$ cat config.mk
export PLATFORM = sky130hd
export DESIGN_NAME = vbm_top
export DESIGN_NICKNAME = d
export VERILOG_FILES = /design/src/vbm_pkg.sv /design/src/vbm_top.sv
export SDC_FILE = /design/constraint.sdc
export NUM_CORES = 1
export LEC_CHECK = 0
export ABC_AREA = 1
export BUFFER_PORTS_ARGS = -buffer_cell sky130_fd_sc_hd__buf_2
export CORE_ASPECT_RATIO = 1.1
export CORE_UTILIZATION = 50
export CTS_BUF_LIST = sky130_fd_sc_hd__clkbuf_8
export DETAILED_ROUTE_END_ITERATION = 7
export PLACE_DENSITY = 0.71
export REMOVE_ABC_BUFFERS = 1
export SETUP_SLACK_MARGIN = 0.15
export SYNTH_ARGS = -nofsm -noshare
export SYNTH_HDL_FRONTEND = slang
export SYNTH_SLANG_ARGS = --single-unit
export TNS_END_PERCENT = 1
$ cat constraint.sdc
create_clock -name hclk -period 2.66 [get_ports hclk]
set_clock_uncertainty 0.2 [all_clocks]
set_input_delay 0.266 -clock hclk [delete_from_list [all_inputs] [get_ports hclk]]
set_output_delay 0.266 -clock hclk [all_outputs]
set_load 0.01 [all_outputs]
$ cat src/vbm_pkg.sv
// Constants, register map and carrier types for the bus power monitor and drain block.
// Assumes a 125 MHz register clock and a 10-bit voltage converter with a 25 mV step.
package vbm_pkg;

   localparam int CLK_MHZ   = 125;
   localparam int ADC_W     = 10;
   localparam int ADC_LSB_MV = 25;

   // Register byte offsets
   localparam logic [7:0] OFF_CTRL  = 8'h00;
   localparam logic [7:0] OFF_PSTAT = 8'h04;
   localparam logic [7:0] OFF_PMASK = 8'h08;
   localparam logic [7:0] OFF_ALERT = 8'h0C;
   localparam logic [7:0] OFF_AMASK = 8'h10;
   localparam logic [7:0] OFF_FAULT = 8'h14;
   localparam logic [7:0] OFF_VOLT  = 8'h18;
   localparam logic [7:0] OFF_LOTHR = 8'h1C;
   localparam logic [7:0] OFF_HITHR = 8'h20;
   localparam logic [7:0] OFF_SNKTH = 8'h24;
   localparam logic [7:0] OFF_STOPT = 8'h28;
   localparam logic [7:0] OFF_ROLE  = 8'h2C;

   // Alert bits (write one to clear)
   localparam int AL_PWR   = 0;
   localparam int AL_HI    = 1;
   localparam int AL_LO    = 2;
   localparam int AL_FAULT = 3;
   localparam int AL_W     = 4;

   // Fault bits (write one to clear)
   localparam int FL_DRAIN = 0;
   localparam int FL_LINK  = 1;
   localparam int FL_W     = 2;

   // Power status bits
   localparam int PS_PRES  = 0;
   localparam int PS_BLEED = 1;
   localparam int PS_FULL  = 2;
   localparam int PS_W     = 8;

   localparam logic [1:0] CC_OPEN  = 2'h0;
   localparam logic [3:0] ROLE_OFF = 4'hF;
   localparam logic [3:0] ROLE_RST = 4'h0;
   localparam logic [7:0] CTRL_RST = 8'h00;
   localparam logic [7:0] PMASK_RST = 8'h00;
   localparam logic [3:0] AMASK_RST = 4'h0;
   localparam logic [9:0] THR_RST  = 10'h000;
   localparam logic [9:0] HITHR_RST = 10'h3FF;
   localparam logic [9:0] SAFE0_CODE = 10'h020;

   // Timing
   localparam int T_SAFE0_MS = 650;
   localparam int SAFE0_CYC  = T_SAFE0_MS * 1000 * CLK_MHZ;
   localparam int T_DISC_MS  = 6;
   localparam int DISC_CYC   = T_DISC_MS * 1000 * CLK_MHZ;
   localparam int T_WDOG_MS  = 1000;
   localparam int WDOG_CYC   = T_WDOG_MS * 1000 * CLK_MHZ;

   typedef struct packed {
      logic             valid;
      logic [ADC_W-1:0] code;
   } vbm_adc_t;

   typedef struct packed {
      logic sink_hv;
      logic wdog_en;
      logic power_role;
      logic plug_orientation;
      logic alarm_disable;
      logic auto_drain_enable;
      logic full_load_force;
      logic bleed_load_enable;
   } vbm_ctrl_t;

   typedef enum logic {DR_IDLE, DR_FULL} vbm_drain_t;

endpackage : vbm_pkg

$ cat src/vbm_top.sv
// Bus power monitor, drain control and host watchdog, reached over AHB-Lite.
// Assumes converter samples and path/alert levels arrive on hclk; the presence
// comparator and CC line states are pins and are synchronised here.
//
// How it works
// - presence flag tracks comparator, change raises alert
// - each sample published as voltage result
// - samples beyond alarm thresholds set alarm alerts
// - alarm disable bit suppresses both alarms
// - power alert when status AND mask nonzero
// - bleed enable bit applies bleed load
// - force bit applies full drain load
// - active source path with open CC starts full drain
// - power role zero means sink role
// - sink disconnect by threshold or presence fall
// - sink bleeds until disconnect, then full drain
// - terminations withheld until bus safe
// - automatic drain stops below safe level
// - drain timeout sets failure, load stays
// - force drain ends at stop threshold
// - watchdog runs only when enabled
// - watchdog runs on alerts, cleared by access
// - expiry forces roles off, paths off, drain
`timescale 1ns/1ps

module vbm_top #(
   parameter int         SAFE0_CYC  = vbm_pkg::SAFE0_CYC,
   parameter int         WDOG_CYC   = vbm_pkg::WDOG_CYC,
   parameter logic [9:0] SAFE0_CODE = vbm_pkg::SAFE0_CODE
) (
   input  wire logic             hclk,
   input  wire logic             hresetn,
   input  wire logic             clk_en,
   input  wire logic             hsel,
   input  wire logic [31:0]      haddr,
   input  wire logic [1:0]       htrans,
   input  wire logic             hwrite,
   input  wire logic [2:0]       hsize,
   input  wire logic [31:0]      hwdata,
   input  wire logic             hready,
   output logic                  hreadyout,
   output logic                  hresp,
   output logic [31:0]           hrdata,
   input  wire vbm_pkg::vbm_adc_t adc_sample,
   input  wire logic             bus_power_present_pin,
   input  wire logic [3:0]       cc_line_state_pin,
   input  wire logic             src_path_active,
   input  wire logic             ext_alert,
   input  wire logic             interrupt_pin_n,
   output logic                  bleed_load,
   output logic                  full_drain_load,
   output logic                  port_power_alert,
   output logic                  term_withhold,
   output logic                  path_off,
   output logic [3:0]            role_ctrl
);

   localparam int SW = $clog2(SAFE0_CYC + 1);
   localparam int WW = $clog2(WDOG_CYC + 1);

   // Bus front end
   logic                  rd_pend_q;
   logic                  wr_pend_q;
   logic [7:0]            addr_q;
   logic                  ready_q;
   logic [31:0]           rdata_q;

   // Register state
   vbm_pkg::vbm_ctrl_t    ctrl_q;
   vbm_pkg::vbm_ctrl_t    ctrl_d;
   logic [7:0]            pmask_q;
   logic [3:0]            amask_q;
   logic [9:0]            lo_thr_q;
   logic [9:0]            hi_thr_q;
   logic [9:0]            snk_thr_q;
   logic [9:0]            stop_thr_q;
   logic [9:0]            volt_q;
   logic [3:0]            role_q;
   logic [3:0]            alert_q;
   logic [3:0]            alert_d;
   logic [1:0]            fault_q;
   logic [1:0]            fault_d;

   // Pin synchronisers
   logic                  pres_s1_q;
   logic                  pres_s2_q;
   logic                  pres_prev_q;
   logic [3:0]            cc_s1_q;
   logic [3:0]            cc_s2_q;

   // Drain and watchdog
   vbm_pkg::vbm_drain_t   st_q;
   vbm_pkg::vbm_drain_t   st_d;
   logic [SW-1:0]         tmr_q;
   logic [SW-1:0]         tmr_d;
   logic [WW-1:0]         wd_q;
   logic [WW-1:0]         wd_d;
   logic                  bleed_q;
   logic                  full_q;
   logic                  pwr_alert_q;
   logic                  withhold_q;
   logic                  path_off_q;

   // Address phase decode
   wire        take     = hsel & hready & htrans[1];
   wire        take_rd  = take & ~hwrite;
   wire        take_wr  = take & hwrite;

   // Write decode in the data phase
   wire        w_ctrl   = wr_pend_q & (addr_q == vbm_pkg::OFF_CTRL);
   wire        w_pmask  = wr_pend_q & (addr_q == vbm_pkg::OFF_PMASK);
   wire        w_alert  = wr_pend_q & (addr_q == vbm_pkg::OFF_ALERT);
   wire        w_amask  = wr_pend_q & (addr_q == vbm_pkg::OFF_AMASK);
   wire        w_fault  = wr_pend_q & (addr_q == vbm_pkg::OFF_FAULT);
   wire        w_lothr  = wr_pend_q & (addr_q == vbm_pkg::OFF_LOTHR);
   wire        w_hithr  = wr_pend_q & (addr_q == vbm_pkg::OFF_HITHR);
   wire        w_snkth  = wr_pend_q & (addr_q == vbm_pkg::OFF_SNKTH);
   wire        w_stopt  = wr_pend_q & (addr_q == vbm_pkg::OFF_STOPT);
   wire        w_role   = wr_pend_q & (addr_q == vbm_pkg::OFF_ROLE);

   // Status word and role views
   wire [7:0]  pstat    = {5'h00, full_q, bleed_q, pres_s2_q};
   wire        pres_chg = pres_s2_q ^ pres_prev_q;
   wire        pres_fall = pres_prev_q & ~pres_s2_q;
   wire        sink_role = ~ctrl_q.power_role;
   wire [1:0]  cc_sel   = ctrl_q.plug_orientation ? cc_s2_q[3:2] : cc_s2_q[1:0];

   // Voltage alarms judged on each fresh sample
   wire        smp      = adc_sample.valid;
   wire        hi_hit   = smp & ~ctrl_q.alarm_disable & (adc_sample.code > hi_thr_q);
   wire        lo_hit   = smp & ~ctrl_q.alarm_disable & (adc_sample.code < lo_thr_q);

   // Disconnect sources
   wire        disc_src = ctrl_q.auto_drain_enable & src_path_active & (cc_sel == vbm_pkg::CC_OPEN);
   wire        snk_low  = volt_q < snk_thr_q;
   wire        disc_snk = ctrl_q.auto_drain_enable & sink_role
                          & (ctrl_q.sink_hv ? snk_low : pres_fall);
   wire        safe0    = volt_q < SAFE0_CODE;
   wire        stop_hit = volt_q <= stop_thr_q;
   wire        tmr_end  = tmr_q == SW'(SAFE0_CYC - 1);

   // Watchdog
   wire        al_pend  = |(alert_q & amask_q);
   wire        wd_run   = ctrl_q.wdog_en & (al_pend | ext_alert | ~interrupt_pin_n);
   wire        wd_end   = wd_q == WW'(WDOG_CYC - 1);
   wire        wd_exp   = wd_run & ~take & wd_end;

   // Read mux; unmapped addresses read zero
   wire [31:0] rd_word  =
      (addr_q == vbm_pkg::OFF_CTRL)  ? {24'h00_0000, ctrl_q}        :
      (addr_q == vbm_pkg::OFF_PSTAT) ? {24'h00_0000, pstat}         :
      (addr_q == vbm_pkg::OFF_PMASK) ? {24'h00_0000, pmask_q}       :
      (addr_q == vbm_pkg::OFF_ALERT) ? {28'h000_0000, alert_q}      :
      (addr_q == vbm_pkg::OFF_AMASK) ? {28'h000_0000, amask_q}      :
      (addr_q == vbm_pkg::OFF_FAULT) ? {30'h0000_0000, fault_q}     :
      (addr_q == vbm_pkg::OFF_VOLT)  ? {22'h00_0000, volt_q}        :
      (addr_q == vbm_pkg::OFF_LOTHR) ? {22'h00_0000, lo_thr_q}      :
      (addr_q == vbm_pkg::OFF_HITHR) ? {22'h00_0000, hi_thr_q}      :
      (addr_q == vbm_pkg::OFF_SNKTH) ? {22'h00_0000, snk_thr_q}     :
      (addr_q == vbm_pkg::OFF_STOPT) ? {22'h00_0000, stop_thr_q}    :
      (addr_q == vbm_pkg::OFF_ROLE)  ? {28'h000_0000, role_q}       :
                                       32'h0000_0000;

   // Control: software write wins over the automatic end of a force drain
   always_comb begin
      ctrl_d = ctrl_q;
      if (w_ctrl) begin
         ctrl_d = vbm_pkg::vbm_ctrl_t'(hwdata[7:0]);
      end else if (ctrl_q.full_load_force && stop_hit) begin
         ctrl_d.full_load_force = 1'b0;
      end
   end

   // Sticky alerts and faults: a set in the clearing cycle survives
   always_comb begin
      fault_d = fault_q & ~(w_fault ? hwdata[1:0] : 2'h0);
      if (st_q == vbm_pkg::DR_FULL && tmr_end) begin
         fault_d[vbm_pkg::FL_DRAIN] = 1'b1;
      end
      if (wd_exp) begin
         fault_d[vbm_pkg::FL_LINK] = 1'b1;
      end
      alert_d = alert_q & ~(w_alert ? hwdata[3:0] : 4'h0);
      if (pres_chg) begin
         alert_d[vbm_pkg::AL_PWR] = 1'b1;
      end
      if (hi_hit) begin
         alert_d[vbm_pkg::AL_HI] = 1'b1;
      end
      if (lo_hit) begin
         alert_d[vbm_pkg::AL_LO] = 1'b1;
      end
      if (fault_d != fault_q && |(fault_d & ~fault_q)) begin
         alert_d[vbm_pkg::AL_FAULT] = 1'b1;
      end
   end

   // Drain sequencer: one full-load phase shared by source, sink and watchdog exits
   always_comb begin
      st_d  = st_q;
      tmr_d = tmr_q;
      case (st_q)
         vbm_pkg::DR_IDLE: begin
            tmr_d = '0;
            if (disc_src || disc_snk || wd_exp) begin
               st_d = vbm_pkg::DR_FULL;
            end
         end
         vbm_pkg::DR_FULL: begin
            if (safe0) begin
               st_d  = vbm_pkg::DR_IDLE;
               tmr_d = '0;
            end else if (!tmr_end) begin
               tmr_d = tmr_q + 1'b1;
            end
         end
         default: begin
            st_d  = vbm_pkg::DR_IDLE;
            tmr_d = '0;
         end
      endcase
   end

   // Watchdog counter restarts on every host access while still triggered
   always_comb begin
      if (!wd_run || take || wd_end) begin
         wd_d = '0;
      end else begin
         wd_d = wd_q + 1'b1;
      end
   end

   // Bus front end: reads take one wait state so the word reflects a write just before
   always_ff @(posedge hclk or negedge hresetn) begin
      if (!hresetn) begin
         rd_pend_q <= 1'b0;
         wr_pend_q <= 1'b0;
         addr_q    <= 8'h00;
         ready_q   <= 1'b1;
         rdata_q   <= 32'h0000_0000;
      end else if (clk_en) begin
         rd_pend_q <= take_rd;
         wr_pend_q <= take_wr;
         if (take) begin
            addr_q <= {haddr[7:2], 2'h0};
         end
         ready_q <= ~take_rd;
         if (rd_pend_q) begin
            rdata_q <= rd_word;
         end
      end
   end

   // Software registers
   always_ff @(posedge hclk or negedge hresetn) begin
      if (!hresetn) begin
         ctrl_q     <= vbm_pkg::vbm_ctrl_t'(vbm_pkg::CTRL_RST);
         pmask_q    <= vbm_pkg::PMASK_RST;
         amask_q    <= vbm_pkg::AMASK_RST;
         lo_thr_q   <= vbm_pkg::THR_RST;
         hi_thr_q   <= vbm_pkg::HITHR_RST;
         snk_thr_q  <= vbm_pkg::THR_RST;
         stop_thr_q <= vbm_pkg::THR_RST;
         role_q     <= vbm_pkg::ROLE_RST;
      end else if (clk_en) begin
         ctrl_q <= ctrl_d;
         if (w_pmask) pmask_q <= hwdata[7:0];
         if (w_amask) amask_q <= hwdata[3:0];
         if (w_lothr) lo_thr_q <= hwdata[9:0];
         if (w_hithr) hi_thr_q <= hwdata[9:0];
         if (w_snkth) snk_thr_q <= hwdata[9:0];
         if (w_stopt) stop_thr_q <= hwdata[9:0];
         if (wd_exp) begin
            role_q <= vbm_pkg::ROLE_OFF;
         end else if (w_role) begin
            role_q <= hwdata[3:0];
         end
      end
   end

   // Status, sampling and synchronisers
   always_ff @(posedge hclk or negedge hresetn) begin
      if (!hresetn) begin
         alert_q     <= 4'h0;
         fault_q     <= 2'h0;
         volt_q      <= 10'h000;
         pres_s1_q   <= 1'b0;
         pres_s2_q   <= 1'b0;
         pres_prev_q <= 1'b0;
         cc_s1_q     <= 4'h0;
         cc_s2_q     <= 4'h0;
      end else if (clk_en) begin
         alert_q     <= alert_d;
         fault_q     <= fault_d;
         if (smp) begin
            volt_q <= adc_sample.code;
         end
         pres_s1_q   <= bus_power_present_pin;
         pres_s2_q   <= pres_s1_q;
         pres_prev_q <= pres_s2_q;
         cc_s1_q     <= cc_line_state_pin;
         cc_s2_q     <= cc_s1_q;
      end
   end

   // Drain state, watchdog and load outputs
   always_ff @(posedge hclk or negedge hresetn) begin
      if (!hresetn) begin
         st_q        <= vbm_pkg::DR_IDLE;
         tmr_q       <= '0;
         wd_q        <= '0;
         bleed_q     <= 1'b0;
         full_q      <= 1'b0;
         pwr_alert_q <= 1'b0;
         withhold_q  <= 1'b0;
         path_off_q  <= 1'b0;
      end else if (clk_en) begin
         st_q        <= st_d;
         tmr_q       <= tmr_d;
         wd_q        <= wd_d;
         bleed_q     <= ctrl_d.bleed_load_enable
                        | (st_d == vbm_pkg::DR_IDLE & ctrl_d.auto_drain_enable & ~ctrl_d.power_role);
         full_q      <= (st_d == vbm_pkg::DR_FULL) | ctrl_d.full_load_force;
         pwr_alert_q <= |(pstat & pmask_q);
         withhold_q  <= st_d == vbm_pkg::DR_FULL;
         path_off_q  <= fault_d[vbm_pkg::FL_LINK];
      end
   end

   assign hreadyout        = ready_q;
   assign hresp            = 1'b0;
   assign hrdata           = rdata_q;
   assign bleed_load       = bleed_q;
   assign full_drain_load  = full_q;
   assign port_power_alert = pwr_alert_q;
   assign term_withhold    = withhold_q;
   assign path_off         = path_off_q;
   assign role_ctrl        = role_q;

endmodule : vbm_top

==> After elaboration in Yosys (flattened, before gate mapping) <==
Index checks and enable logic that the tools add are counted.
{ "totals": {"reg_bits": 191, "output_inout_bits": 43, "input_bits": 94, "wordCells": 168} }
{ "classes": {"n_eq_ne": 15, "muxes": 35, "add_sub_neg": 2, "n_lt_le_gt_ge": 5, "reduce_logical": 26, "bitwise": 50} }
{ "ops": {"columns": ["cell", "count"], "rows": [
  ["$mux 10", 11],
  ["$mux 27", 3],
  ["$add 27x1->27 const B", 2],
  ["$eq 27x27->1 const B", 2],
  ["$pmux 27 s2", 1],
  ["$and 1x1->1", 27],
  ["$eq 6x3->1 const B", 4],
  ["$eq 6x4->1 const B", 4],
  ["$reduce_and 2->1", 12],
  ["$lt 10x10->1", 2],
  ["$mux 4", 5],
  ["$eq 6x2->1 const B", 2],
  ["$mux 1", 12],
  ["$gt 10x10->1", 1],
  ["$le 10x10->1", 1],
  ["$lt 10x6->1 const B", 1],
  ["$not 1->1", 10],
  ["$and 3x8->8", 1],
  ["$and 4x4->4", 2],
  ["$logic_not 8->1", 1],
  ["$reduce_or 8->1", 1],
  ["$eq 6x1->1 const B", 1],
  ["$and 2x2->2", 2],
  ["$logic_or 1x1->1", 4],
  ["other kinds (14)", 21]
]} }

==> Depth between registers and ports, before layout <==
Gate-level depths: netlist of the first run.
{ "depth": {"word_depth": 14, "depth_mapped": 14, "mapped_depth_nobuf": 14} }

==> Worst setup path before layout of the first run <==
Ideal clock, no wire load.
{ "synth_path": {"kind": "register to register", "startpoint": "reg wd_q[0]", "endpoint": "reg wd_q[20]", "path_buffers": 1, "synth_period_minus_slack_ns": 1.899, "t_required_ns": 2.322, "arrival_time_ns": 1.560, "setup_time_ns": 0.138, "setup_slack_ns": 0.761, "path_stages_with_launch": 12, "cell_sequence": "dfrtp_1 -> ha_1 -> nand3_1 -> nor2_1 -> nand2_1 -> nor2_2 -> nor2_4 -> nor2_4 -> inv_2 -> buf_6 -> nand2_1 -> a31oi_1"} }
{ "synth_between": {"elab_chain_cells": 3, "elab_cells_between_ends": 4, "cone_classes": "1 x add/sub; 1 x eq/ne; 1 x mux; 1 x reduce/logical"} }
{ "synth_lines": {"columns": ["item", "line_no", "source"], "rows": [
  ["from (decl)", "vbm_top.sv:96", "logic [WW-1:0] wd_q;"],
  ["from (signal assigned)", "vbm_top.sv:320", "wd_q <= wd_d;"],
  ["branches (longest 2 deep; another with $add 27x1->27)", null, null],
  ["$mux 27 *", "vbm_top.sv:226", "if (!wd_run || take || wd_end) begin"]
]} }
Every way passes the cells marked *.
A chain may end at the register's enable or synchronous reset.

==> Worst setup path in the final report of the first run <==
{ "layout_path": {"startpoint": "reg tmr_q[1]", "endpoint": "reg alert_q[3]"} }
{ "layout_between": {"elab_chain_cells": 7, "elab_cells_between_ends": 8, "cone_classes": "2 x eq/ne; 2 x mux; 1 x bitwise; 3 x reduce/logical"} }
{ "layout_lines": {"columns": ["item", "line_no", "source"], "rows": [
  ["from (decl)", "vbm_top.sv:94", "logic [SW-1:0] tmr_q;"],
  ["from (signal assigned)", "vbm_top.sv:319", "tmr_q <= tmr_d;"],
  ["$eq 27x27->1 *", "vbm_top.sv:140", "wire tmr_end = tmr_q == SW'(SAFE0_CYC - 1);"],
  ["$logic_and 1x1->1 *", "vbm_top.sv:177", "if (st_q == vbm_pkg::DR_FULL && tmr_end) begin"],
  ["$mux 1 *", "vbm_top.sv:177", null],
  ["via fault_d[0]", "vbm_top.sv:82", "logic [1:0] fault_d;"],
  ["$and 2x2->2", "vbm_top.sv:193", "if (fault_d != fault_q && |(fault_d & ~fault_q)) begin"],
  ["$reduce_or 2->1", "vbm_top.sv:193", null],
  ["$logic_and 1x1->1 *", "vbm_top.sv:193", null],
  ["$mux 1 *", "vbm_top.sv:193", null],
  ["to (signal assigned)", "vbm_top.sv:293", "alert_q <= alert_d;"],
  ["to (decl)", "vbm_top.sv:79", "logic [3:0] alert_q;"]
]} }
Mark *: on every way through the listed nets, which the timed path passes. The rest lies on a longest branch.

==> metrics.md, run 1 <==
| Metric | Value |
|---|---|
| Result of the run | `finished clean` |
| Share of synthesized flip-flops with an asynchronous set or reset | `100%` |
| Post-route cell area | `11000 um^2` |
| Proportion of netlist area held by the largest area contributor | `40.1%` |
| Boundary Pins | `137` |
| Proportion of power drawn by the clock network | `33.4%` |
| Multi-input gate area in the final layout | `4750 um^2` |
| Iteration count of the initial detailed-routing pass | `5` |
| Clock tree from TritonCTS | `yes` |
| Height of the chip | `149 um` |
| RSZ-0062 raised after global routing | `yes` |
| Critical Path Fanout Max | `6` |
| Largest cells by area after synthesis | `sky130_fd_sc_hd__dfrtp_1 40%, sky130_fd_sc_hd__nand2_1 12%, sky130_fd_sc_hd__inv_1 5.6%` |
| Max frequency | `0.435 GHz` |
| Final-report setup violation count | `0` |
| Primary flip-flop cell chosen by synthesis mapping | `sky130_fd_sc_hd__dfrtp_1` |
| Initial Util | `51.1%` |
| Routed wire length | `24600 um` |
| Wire length of the first global-routing pass | `40900 um` |
| RD Place Congestion | `0.918` |
| Clock Latency Late Sink | `0.48 ns` |
| Overflow left after global routing | `0` |
| Share of the yosys chip area belonging to registers | `43.1%` |
| Critical path data arrival time | `2.51 ns` |
| Switching part of the total power | `29.5%` |
| Fraction of power consumed by combinational cells | `13.2%` |
| Max-capacitance violation count | `0` |
| Kind of start point of the critical path | `flop` |
| All-layer global routing usage | `26.0%` |
| Smallest hold slack | `0.0168 ns` |
| Required time reported for the critical path endpoint | `2.87 ns` |
| Worst VDD drop | `0.344 mV` |
| Power density relative to cell area | `473 nW/um^2` |
| Number of endpoints with negative hold slack in the final report | `0` |
| Headroom to the max-slew limit | `56.6%` |
| DRC violation count after routing | `0` |
| Share of power burned in registers | `53.4%` |
| Reg-to-reg setup timing slack | `0.36 ns` |
| Cell with the most instances after synthesis | `sky130_fd_sc_hd__nand2_1` |
| Pin slew with the least headroom to its limit | `0.650 ns` |
| Commonest cells in the netlist | `308 x sky130_fd_sc_hd__nand2_1, 157 x sky130_fd_sc_hd__dfrtp_1, 147 x sky130_fd_sc_hd__inv_1` |
| Root Buffer Master | `sky130_fd_sc_hd__clkbuf_8` |
| LEAKAGE | `4.84 nW` |
| Post-CTS setup buffers | `0` |
| Detailed-route via count | `8584` |
| Die outline width | `135 um` |
| Remaining antenna violation count | `0` |
| Overall power | `5.18 mW` |
| Vias in the first global route | `8225` |
| HPWL after DPL | `18100 um` |
| Total Neg Setup Slack | `0 ns` |
| Number of antenna violations at the first check in global routing | `1` |
| Number of fill cells | `1809` |
| Sort of element at the end of the critical path | `flop` |
| Pin count of the biggest net entering global routing | `60` |
| Count of flip-flops with a built-in enable after synthesis | `0` |
| Post-synth design cell area | `9790 um^2` |
| H-Tree Depth | `4` |
| P_int | `3.65 mW` |
| Max-slew violation count | `0` |
| Worst Path Class, Setup | `flop to flop` |
| Period utilization | `86.3%` |
| Number of buffers created by CTS | `17` |
| # nets final | `1485` |
| Register bit total from synthesis | `168` |
| Number of DRC markers in iteration 0 | `673` |
| Mapped Cells | `1258` |
| Final critical path time including I/O delays and setup | `2.30 ns` |
| Via count normalized by instance count | `5.33` |
| Post-place instance area | `10300 um^2` |
| Sw Pwr | `1.53 mW` |
| Port Buf Inserts | `61` |
| Synth Area per Inst | `7.79 um^2` |
| Hold Crit Class | `input pin to flop` |
| Num rows | `53` |
| Yosys cell types | `51` |
| Fraction of layout cells with a size suffix above 1 | `13.0%` |
| Synthesis Warnings | `0` |
| Top cell type by total area after synthesis | `sky130_fd_sc_hd__dfrtp_1` |
| Sinks on Clock Net | `168` |
| Core area | `19200 um^2` |
| Max Buffers Root-to-Sink | `2` |
| Die Outline Area | `20200 um^2` |
| Register area | `4220 um^2` |
| Area growth from synthesis to layout | `11.9%` |
| Clock input transition at the sequential cells of the worst setup and hold paths | `0.09 ns` |
| Routed len/inst | `15.3 um` |
-- routing by layer --
layer | vias to the layer above | track usage (%) | part of all wire (%)
li1 | 4293 | - | -
met1 | 4008 | 36.0 | 46
met2 | 244 | 41.9 | 47
met3 | 39 | 3.77 | 4.8
met4 | 0 | 8.37 | 1.9
met5 | - | 0 | 0
-- through the flow --
step / util (%) / std cells / setup slack, ns
CTS: 57.1 / 1608 / 0.286
floorplan: - / 1224 / 0.121
global route: 57.2 / 1608 / 0.112
finish: 57.2 / 1609 / 0.363
detailed placement: 53.7 / 1548 / 0.304
global placement: 53.7 / 1548 / 0.396
-- sequential cells by signal, summed over array words and instances, names as in the netlist, 6 cells and up --
| signal | cells |
|---|---|
| tmr_q | 27 |
| wd_q | 27 |
| hi_thr_q | 10 |
| hrdata | 10 |
| lo_thr_q | 10 |
| snk_thr_q | 10 |
| stop_thr_q | 10 |
| volt_q | 10 |
| ctrl_q | 8 |
| pmask_q | 8 |
| addr_q | 6 |
-- area by class of cell --
class / instances / area share [%]
Multi-Input combinational cell: 902 / 43.3
Sequential cell: 168 / 38.5
Timing Repair Buffer: 106 / 6.70
Inverter: 154 / 5.30
Tap cell: 247 / 2.82
Clock buffer: 17 / 2.14
Clock inverter: 14 / 1.19
Antenna cell: 1 / 0.0228
-- power groups by stage --
stage	sequential, mW	combinational [mW]	clock [mW]
4_1_cts	2.77	0.689	1.75
3_3_place_gp	2.81	0.636	0
3_5_place_dp	2.82	0.654	0
6_report	2.77	0.684	1.73
2_1_floorplan	2.80	0.365	0
5_1_grt	2.78	0.783	1.86
-- logic make-up after synthesis --
| kind of cell | Yosys count | synth area share (%) |
|---|---|---|
| fa+ha+maj | 42 | 5.37 |
| buf+inv | 210 | 9.34 |
| other cells | 1 | 0.0383 |
| xor+xnor | 22 | 1.97 |
| compound gates | 232 | 13.5 |
| mux | 8 | 0.920 |
| flops | 168 | 43.1 |
| simple gates | 575 | 25.8 |
-- repair_timing --
action	CTS	global route
resized for setup	0	3
setup endpoints to repair	0	16
hold buffers	29	0
hold endpoints to repair	103	0
-- path summary, 6_finish.rpt --
path | start | endpoint | cells past startpoint
setup reg to reg | tmr_q[1] | alert_q[3] | 9
setup / recovery | tmr_q[1] | alert_q[3] | 9
max in group asynchronous | hresetn | hreadyout | 3
hold reg to reg | pres_s1_q | pres_s1_q | 2
hold / removal | clk_en | cc_s1_q[3] | 3
min in group asynchronous | hresetn | lo_thr_q[3] | 2
-- layout by cell type, fill, tap and decap left out, types with 4 or more instances in the layout --
cell	instances
sky130_fd_sc_hd__nand2_1	308
sky130_fd_sc_hd__dfstp_2	11
sky130_fd_sc_hd__inv_1	147
sky130_fd_sc_hd__nor2_1	90
sky130_fd_sc_hd__o221ai_1	4
sky130_fd_sc_hd__buf_4	15
sky130_fd_sc_hd__dfrtp_1	157
sky130_fd_sc_hd__nor3_1	46
sky130_fd_sc_hd__o21ai_2	20
sky130_fd_sc_hd__nor4_1	15
sky130_fd_sc_hd__nand2_2	5
sky130_fd_sc_hd__clkbuf_8	17
sky130_fd_sc_hd__clkinvlp_4	5
sky130_fd_sc_hd__dlygate4sd3_1	29
sky130_fd_sc_hd__mux2_2	8
sky130_fd_sc_hd__o21a_1	4
sky130_fd_sc_hd__xor2_1	20
sky130_fd_sc_hd__conb_1	23
sky130_fd_sc_hd__inv_2	4
sky130_fd_sc_hd__buf_2	60
sky130_fd_sc_hd__o21ai_0	108
sky130_fd_sc_hd__a21oi_1	67
sky130_fd_sc_hd__nor2_2	8
sky130_fd_sc_hd__o22ai_1	7
sky130_fd_sc_hd__nor2_4	4
sky130_fd_sc_hd__nand4_1	27
sky130_fd_sc_hd__nand3_1	55
sky130_fd_sc_hd__nand3b_1	4
sky130_fd_sc_hd__clkinv_4	5
sky130_fd_sc_hd__ha_1	42
-- worst max-delay path, cell delays in order, from the launching register on --
cell,delay [ns]
sky130_fd_sc_hd__dfrtp_1,0.38
sky130_fd_sc_hd__ha_1,0.24
sky130_fd_sc_hd__nand3_1,0.22
sky130_fd_sc_hd__nor4_2,0.42
sky130_fd_sc_hd__nand2_1,0.19
sky130_fd_sc_hd__o21ai_0,0.15
sky130_fd_sc_hd__ha_1,0.27
sky130_fd_sc_hd__nand2_1,0.06
sky130_fd_sc_hd__nand2_1,0.04
sky130_fd_sc_hd__nand2_1,0.05
(Power assumes the default switching activity.)
==> inputs of run 2 (changes only) <==
--- a/config.mk
+++ b/config.mk
@@ -6,8 +6,8 @@
 export NUM_CORES = 1
 export LEC_CHECK = 0
 export ABC_AREA = 1
-export BUFFER_PORTS_ARGS = -buffer_cell sky130_fd_sc_hd__buf_2
-export CORE_ASPECT_RATIO = 1.1
+export BUFFER_PORTS_ARGS = -buffer_cell sky130_fd_sc_hd__clkbuf_2
+export CORE_ASPECT_RATIO = 0.75
 export CORE_UTILIZATION = 50
 export CTS_BUF_LIST = sky130_fd_sc_hd__clkbuf_8
 export DETAILED_ROUTE_END_ITERATION = 7
==> constraint.sdc (replaced) <==
create_clock -name hclk -period 2.66 [get_ports hclk]
set_clock_uncertainty 0.2 [all_clocks]
set_input_delay 0.266 -clock hclk [delete_from_list [all_inputs] [get_ports hclk]]
set_output_delay 0.266 -clock hclk [all_outputs]
set_load 0.1 [all_outputs]
==> run 2 against run 1 <==
Maximum frequency shrank 3.2%; via count is 1.2% higher; first-iteration DRC count increased by 34%; sequential cell count unchanged; routed wire length is 2.9% higher.
==> metrics.md, run 2 (synthesized netlist as in run 1, its figures left out) <==
| Metric | Value |
|---|---|
| Result of the run | `finished clean` |
| Global-route track usage on met1 | `42.2% (+6.1 points)` |
| Max-capacitance violation count | `0 (unchanged)` |
| Clock tree from TritonCTS | `yes` |
| Area growth from synthesis to layout | `12.4%` |
| Number of DRC markers in iteration 0 | `905 (+34%)` |
| Iteration count of the initial detailed-routing pass | `5 (unchanged)` |
| Height of the chip | `123 um (-17%)` |
| Boundary Pins | `137 (unchanged)` |
| Period utilization | `89.2% (+2.8 points)` |
| Grt peak-use layer | `met1` |
| Root Buffer Master | `sky130_fd_sc_hd__clkbuf_8` |
| Max frequency | `0.422 GHz (-3.2%)` |
| Pin count of the biggest net entering global routing | `62 (+3.3%)` |
| Die outline width | `164 um (+21%)` |
| LEAKAGE | `4.89 nW (+1.0%)` |
| Num rows | `43 (-19%)` |
| Proportion of power drawn by the clock network | `30.3% (-3.1 points)` |
| Leading cell type in the layout, fill and taps excluded | `sky130_fd_sc_hd__nand2_1` |
| Met2 Usage GRT | `38.4% (-3.5 points)` |
| P_int | `3.61 mW (-1.3%)` |
| DRC violation count after routing | `0 (unchanged)` |
| Worst path cell trace | `ha_1, nand3_1, nor3_1, nand2_1, nor2_1, nand2_1, nor2_1, nand3_1, nand2_1, nor2_1` |
| Vias in the first global route | `8110 (-1.4%)` |
| Routed wire length | `25300 um (+2.9%)` |
| All-layer global routing usage | `26.9% (+0.84 points)` |
| Pre-CTS setup slack | `0.290 ns (-0.0147 ns)` |
| Top library cells by usage in the layout, fill and taps aside | `308 x sky130_fd_sc_hd__nand2_1, 157 x sky130_fd_sc_hd__dfrtp_1, 149 x sky130_fd_sc_hd__inv_1, 108 x sky130_fd_sc_hd__o21ai_0, 91 x sky130_fd_sc_hd__nor2_1` |
| Critical path data arrival time | `2.54 ns (+0.03 ns)` |
| Final cell utilization of the core | `58.4% (+1.3 points)` |
| Number of antenna violations at the first check in global routing | `0 (-1)` |
| Wire length of the first global-routing pass | `41900 um (+2.4%)` |
| RD Place Congestion | `0.946 (+3.0%)` |
| Via count normalized by instance count | `5.38 (+0.80%)` |
| Switching part of the total power | `34.2% (+4.8 points)` |
| Hold Crit Class | `input pin to flop` |
| Antenna diode count | `0 (-1)` |
| CP max stage cell | `sky130_fd_sc_hd__dfrtp_1` |
| Kind of start point of the critical path | `flop` |
| Number of buffers created by CTS | `17 (unchanged)` |
| Power density relative to cell area | `498 nW/um^2 (+5.4%)` |
| RSZ-0062 raised after global routing | `no` |
| Max-slew violation count | `0 (unchanged)` |
| Final-report setup violation count | `0 (unchanged)` |
| Post-place instance area | `10400 um^2 (+0.56%)` |
| Remaining antenna violation count | `0 (unchanged)` |
| Sw Pwr | `1.88 mW (+23%)` |
| Overall power | `5.48 mW (+5.9%)` |
| Fraction of layout cells with a size suffix above 1 | `13.1% (+0.14 points)` |
| Final Worst Setup Slack | `0.288 ns (-0.0751 ns)` |
| Clock Latency Late Sink | `0.48 ns (about the same)` |
| Initial Util | `52.0% (+0.91 points)` |
| Critical Path Fanout Max | `4 (-2)` |
| Overflow left after global routing | `0 (unchanged)` |
| Pin slew with the least headroom to its limit | `0.656 ns (+0.00591 ns)` |
| Final critical path time including I/O delays and setup | `2.37 ns (+0.0751 ns)` |
| Headroom to the max-slew limit | `56.2% (-0.39 points)` |
| HPWL after DPL | `19000 um (+5.0%)` |
| Met3 Resource Use GR | `4.23% (+0.46 points)` |
| Port Buf Inserts | `61 (unchanged)` |
| Die Outline Area | `20200 um^2 (about the same)` |
| Post-route cell area | `11000 um^2 (+0.45%)` |
| Fraction of power consumed by combinational cells | `19.3% (+6.1 points)` |
| # nets final | `1493 (+0.54%)` |
| Post-CTS setup buffers | `0 (unchanged)` |
| Regs by FF count | `tmr_q (27), wd_q (27)` |
| Share of power burned in registers | `50.4% (-3.0 points)` |
| Worst VDD drop | `0.306 mV (-11%)` |
| Number of endpoints with negative hold slack in the final report | `0 (unchanged)` |
| Clock input transition at the sequential cells of the worst setup and hold paths | `0.09 ns (about the same)` |
| H-Tree Depth | `4 (unchanged)` |
| Detailed-route via count | `8690 (+1.2%)` |
| Largest stage delay on the critical path | `0.40 ns (-0.02 ns)` |
| Total Neg Setup Slack | `0 ns (unchanged)` |
| Max Buffers Root-to-Sink | `2 (unchanged)` |
| Routed len/inst | `15.7 um (+2.4%)` |
| Sinks on Clock Net | `168 (unchanged)` |
| Core area | `18800 um^2 (-1.7%)` |
| Sort of element at the end of the critical path | `flop` |
| Required time reported for the critical path endpoint | `2.82 ns (-0.05 ns)` |
| Worst Path Class, Setup | `flop to flop` |
-- run 2: cell count changes in the layout (fill, tap and decap cells not counted), moves of 2 or more --
cell | previous run | this run
sky130_fd_sc_hd__clkbuf_2 | 0 | 60
sky130_fd_sc_hd__dlygate4sd3_1 | 29 | 31
sky130_fd_sc_hd__inv_1 | 147 | 149
sky130_fd_sc_hd__clkinv_4 | 5 | 1
sky130_fd_sc_hd__clkbuf_8 | 17 | 19
sky130_fd_sc_hd__buf_4 | 15 | 20
sky130_fd_sc_hd__buf_2 | 60 | 0
-- run 2: layer usage --
metal	wire [um]	vias up
li1	-	4304
met1	12800	4073
met2	10600	289
met3	1650	24
met4	292	0
met5	0	-
-- run 2: final timing paths --
kind	slack (ns)	endpoint	depth (start not counted)	start
setup / recovery	0.29	wd_q[24]	10	wd_q[0]
hold / removal	0.05	rd_pend_q	5	hready
setup reg to reg	0.29	wd_q[24]	10	wd_q[0]
hold reg to reg	0.28	cc_s1_q[1]	2	cc_s1_q[1]
max in group asynchronous	1.46	hreadyout	3	hresetn
min in group asynchronous	0.07	lo_thr_q[8]	2	hresetn
-- run 2: area by class of cell --
type	count	area (um^2)
clock buffers	19	262
repair buffers	114	812
fillers	1754	7830
multi-input cells	902	4740
inverters	154	581
well taps	247	309
flip-flops and latches	168	4220
clock inverters	12	78.8
-- run 2: worst max-delay path: cells and delay by family (launching register included) --
kind / cells / cell delay, ns
adder cells (fa/ha/maj): 1 / 0.25
flip-flops: 1 / 0.40
AND/OR/NAND/NOR: 9 / 1.40
-- run 2: power by group through the flow --
stage | clock network, mW | registers [mW] | logic [mW]
final | 1.66 | 2.77 | 1.06
after global routing | 1.79 | 2.78 | 1.15
after CTS | 1.69 | 2.76 | 1.06
after detailed placement | 0 | 2.81 | 1.02
after global placement | 0 | 2.81 | 0.995
after floorplan | 0 | 3.02 | 0.491
-- run 2: through the flow --
stage	hold WS [ns]	instances
global route	0.0650	1616
floorplan	-0.230	1224
CTS	0.0304	1616
finish	0.0545	1616
global placement	0.0184	1554
detailed placement	0.0193	1554
-- run 2: repair_timing --
| action | 4_1_cts | 5_1_grt |
|---|---|---|
| endpoints found under the hold margin | 211 | 0 |
| gates resized for setup | 0 | 2 |
| hold buffers | 31 | 0 |
| endpoints found under the setup margin | 0 | 17 |
==> inputs of run 3 (changes only) <==
--- a/config.mk
+++ b/config.mk
@@ -11,7 +11,7 @@
 export CORE_UTILIZATION = 50
 export CTS_BUF_LIST = sky130_fd_sc_hd__clkbuf_8
 export DETAILED_ROUTE_END_ITERATION = 7
-export PLACE_DENSITY = 0.71
+export PLACE_DENSITY = 0.68
 export REMOVE_ABC_BUFFERS = 1
 export SETUP_SLACK_MARGIN = 0.15
 export SYNTH_ARGS = -nofsm -noshare
==> run 3 against run 2 <==
Non-clock buffer count shrank 5; sequential share of layout area shrank 0.10 points; hold slack lost 0.042 ns; design area grew 0.26%; sequential power is essentially flat; combinational power is essentially flat; global-route usage grew 0.46 points; maximum frequency grew 0.11%; clock power grew 16%.
==> metrics.md, run 3 (synthesized netlist as in run 1, its figures left out) <==
| Metric | Value |
|---|---|
| Result of the run | `finished clean` |
| Final cell utilization of the core | `58.6% (+0.15 points)` |
| Port Buf Inserts | `61 (unchanged)` |
| Antenna diode count | `0 (unchanged)` |
| Via count normalized by instance count | `5.34 (-0.61%)` |
| Max-slew violation count | `0 (unchanged)` |
| Max-capacitance violation count | `0 (unchanged)` |
| Height of the chip | `123 um (unchanged)` |
| Top library cells by usage in the layout, fill and taps aside | `308 x sky130_fd_sc_hd__nand2_1, 157 x sky130_fd_sc_hd__dfrtp_1, 147 x sky130_fd_sc_hd__inv_1, 108 x sky130_fd_sc_hd__o21ai_0, 91 x sky130_fd_sc_hd__nor2_1` |
| Routed len/inst | `15.9 um (+1.2%)` |
| Critical Path Fanout Max | `6 (+2)` |
| Num rows | `43 (unchanged)` |
| Total Neg Setup Slack | `0 ns (unchanged)` |
| Buffering stage count on the worst path with inverters included | `0 (unchanged)` |
| All-layer global routing usage | `27.3% (+0.46 points)` |
| Hold Crit Class | `input pin to flop` |
| Boundary Pins | `137 (unchanged)` |
| Critical path data arrival time | `2.58 ns (+0.04 ns)` |
| Routed wire length | `25600 um (+0.96%)` |
| P_int | `3.80 mW (+5.5%)` |
| Cell type with the highest occurrence count on the critical path | `sky130_fd_sc_hd__nand2_1` |
| Regs by FF count | `tmr_q (27), wd_q (27)` |
| Max frequency | `0.422 GHz (+0.11%)` |
| Sw Pwr | `1.94 mW (+3.4%)` |
| Final-report setup violation count | `0 (unchanged)` |
| Pin count of the biggest net entering global routing | `58 (-6.5%)` |
| Die Outline Area | `20200 um^2 (unchanged)` |
| Core area | `18800 um^2 (unchanged)` |
| Iteration count of the initial detailed-routing pass | `5 (unchanged)` |
| # nets final | `1488 (-0.33%)` |
| Worst path cell trace | `ha_1, nand3_1, nor4_2, nand2_1, o21ai_0, ha_1, nand2_1, nand2_1, nand2_1` |
| Number of buffers created by CTS | `17 (unchanged)` |
| Switching part of the total power | `33.8% (-0.43 points)` |
| Detailed-route via count | `8616 (-0.85%)` |
| Area growth from synthesis to layout | `12.6%` |
| Number of endpoints with negative hold slack in the final report | `0 (unchanged)` |
| Leading cell type in the layout, fill and taps excluded | `sky130_fd_sc_hd__nand2_1` |
| Final critical path time including I/O delays and setup | `2.37 ns (-0.00254 ns)` |
| Pin slew with the least headroom to its limit | `0.670 ns (+0.0143 ns)` |
| LEAKAGE | `4.89 nW (about the same)` |
| CP max stage cell | `sky130_fd_sc_hd__nor4_2` |
| Post-CTS setup buffers | `0 (unchanged)` |
| Die outline width | `164 um (unchanged)` |
| Worst path top cell family by delay | `simple AND/OR/NAND/NOR gates` |
| Root Buffer Master | `sky130_fd_sc_hd__clkbuf_8` |
| RSZ-0062 raised after global routing | `yes` |
| Period utilization | `89.1% (-0.095 points)` |
| Number of DRC markers in iteration 0 | `816 (-9.8%)` |
| Fraction of layout cells with a size suffix above 1 | `13.1% (-0.035 points)` |
| Kind of start point of the critical path | `flop` |
| Wire length of the first global-routing pass | `42400 um (+1.1%)` |
| Post-place instance area | `10300 um^2 (-0.29%)` |
| Remaining antenna violation count | `0 (unchanged)` |
| RD Place Congestion | `0.924 (-2.3%)` |
| Overflow left after global routing | `0 (unchanged)` |
| Sinks on Clock Net | `168 (unchanged)` |
| Max Buffers Root-to-Sink | `2 (unchanged)` |
| Fraction of power consumed by combinational cells | `18.4% (-0.9 points)` |
| Vias in the first global route | `8241 (+1.6%)` |
| Worst Path Class, Setup | `flop to flop` |
| Proportion of power drawn by the clock network | `33.5% (+3.2 points)` |
| Post-route cell area | `11000 um^2 (+0.26%)` |
| HPWL after DPL | `19000 um (about the same)` |
| Sort of element at the end of the critical path | `flop` |
| Smallest hold slack | `0.0125 ns (-0.0420 ns)` |
| DRC violation count after routing | `0 (unchanged)` |
| Largest stage delay on the critical path | `0.47 ns (+0.07 ns)` |
| Number of antenna violations at the first check in global routing | `0 (unchanged)` |
| Power density relative to cell area | `521 nW/um^2 (+4.5%)` |
| H-Tree Depth | `4 (unchanged)` |
| Clock tree from TritonCTS | `yes` |
| Worst VDD drop | `0.293 mV (-4.2%)` |
| Clock input transition at the sequential cells of the worst setup and hold paths | `0.10 ns (about the same)` |
| Headroom to the max-slew limit | `55.2% (-0.95 points)` |
| Required time reported for the critical path endpoint | `2.87 ns (+0.05 ns)` |
| Initial Util | `52.0% (unchanged)` |
| Overall power | `5.74 mW (+4.8%)` |
| Clock Latency Late Sink | `0.46 ns (-0.02 ns)` |
| Share of power burned in registers | `48.1% (-2.3 points)` |
run 3: changes by cell type in the layout (fill, tap and decap cells not counted):
cell and change:
sky130_fd_sc_hd__inv_8 +2, sky130_fd_sc_hd__buf_4 -4, sky130_fd_sc_hd__inv_6 +2, sky130_fd_sc_hd__inv_1 -2, sky130_fd_sc_hd__clkinv_2 -2, sky130_fd_sc_hd__clkbuf_8 -1
sky130_fd_sc_hd__dlygate4sd3_1 -1, sky130_fd_sc_hd__bufinv_16 +2
run 3: worst min-delay path, delay by kind of cell:
family / cells / cell delay, ns
buffers and inverters: 2 / 0.20
AO/OA/AOI/OAI: 1 / 0.16
run 3: area by class of cell:
cell class / instances / area, um^2
Fill cell: 1747 / 7800
Multi-Input combinational cell: 902 / 4740
Sequential cell: 168 / 4220
Timing Repair Buffer: 109 / 772
Inverter: 154 / 581
Tap cell: 247 / 309
Clock buffer: 18 / 248
Clock inverter: 14 / 161
run 3: what timing repair did:
item	CTS	global route
hold endpoints to repair	144	0
hold buffers	30	0
gates resized for setup	0	2
setup endpoints to repair	0	24
run 3: routing by layer:
layer  wire length [um]  share of wire, %  GRT usage (%)  up-vias
met5                  0                 0              0        -
met3               1740               6.8           4.86       22
met1              13100                51           41.9     4014
met2              10500                41           39.9      282
li1                   -                 -              -     4298
met4                223              0.87           6.25        0
run 3: worst paths after layout:
path	to	slack, ns	startpoint	cells after the start
max in group asynchronous	tmr_q[8]	1.41	hresetn	3
hold / removal	role_ctrl[3]	0.01	hwdata[3]	3
setup reg to reg	alert_q[3]	0.29	tmr_q[1]	9
hold reg to reg	cc_s1_q[0]	0.28	cc_s1_q[0]	2
min in group asynchronous	stop_thr_q[9]	0.13	hresetn	2
setup / recovery	alert_q[3]	0.29	tmr_q[1]	9
run 3: power groups by stage:
stage	clock network, mW	registers [mW]	logic [mW]
floorplan	0	3.02	0.491
finish	1.93	2.76	1.06
global placement	0	2.81	0.998
global route	2.06	2.78	1.16
detailed placement	0	2.81	1.02
CTS	1.96	2.76	1.05
run 3: through the flow:
| step | std cells | setup WS [ns] |
|---|---|---|
| after floorplan | 1224 | 0.0911 |
| after global placement | 1550 | 0.343 |
| after global routing | 1612 | 0.0879 |
| after detailed placement | 1550 | 0.299 |
| final | 1612 | 0.291 |
| after CTS | 1612 | 0.292 |
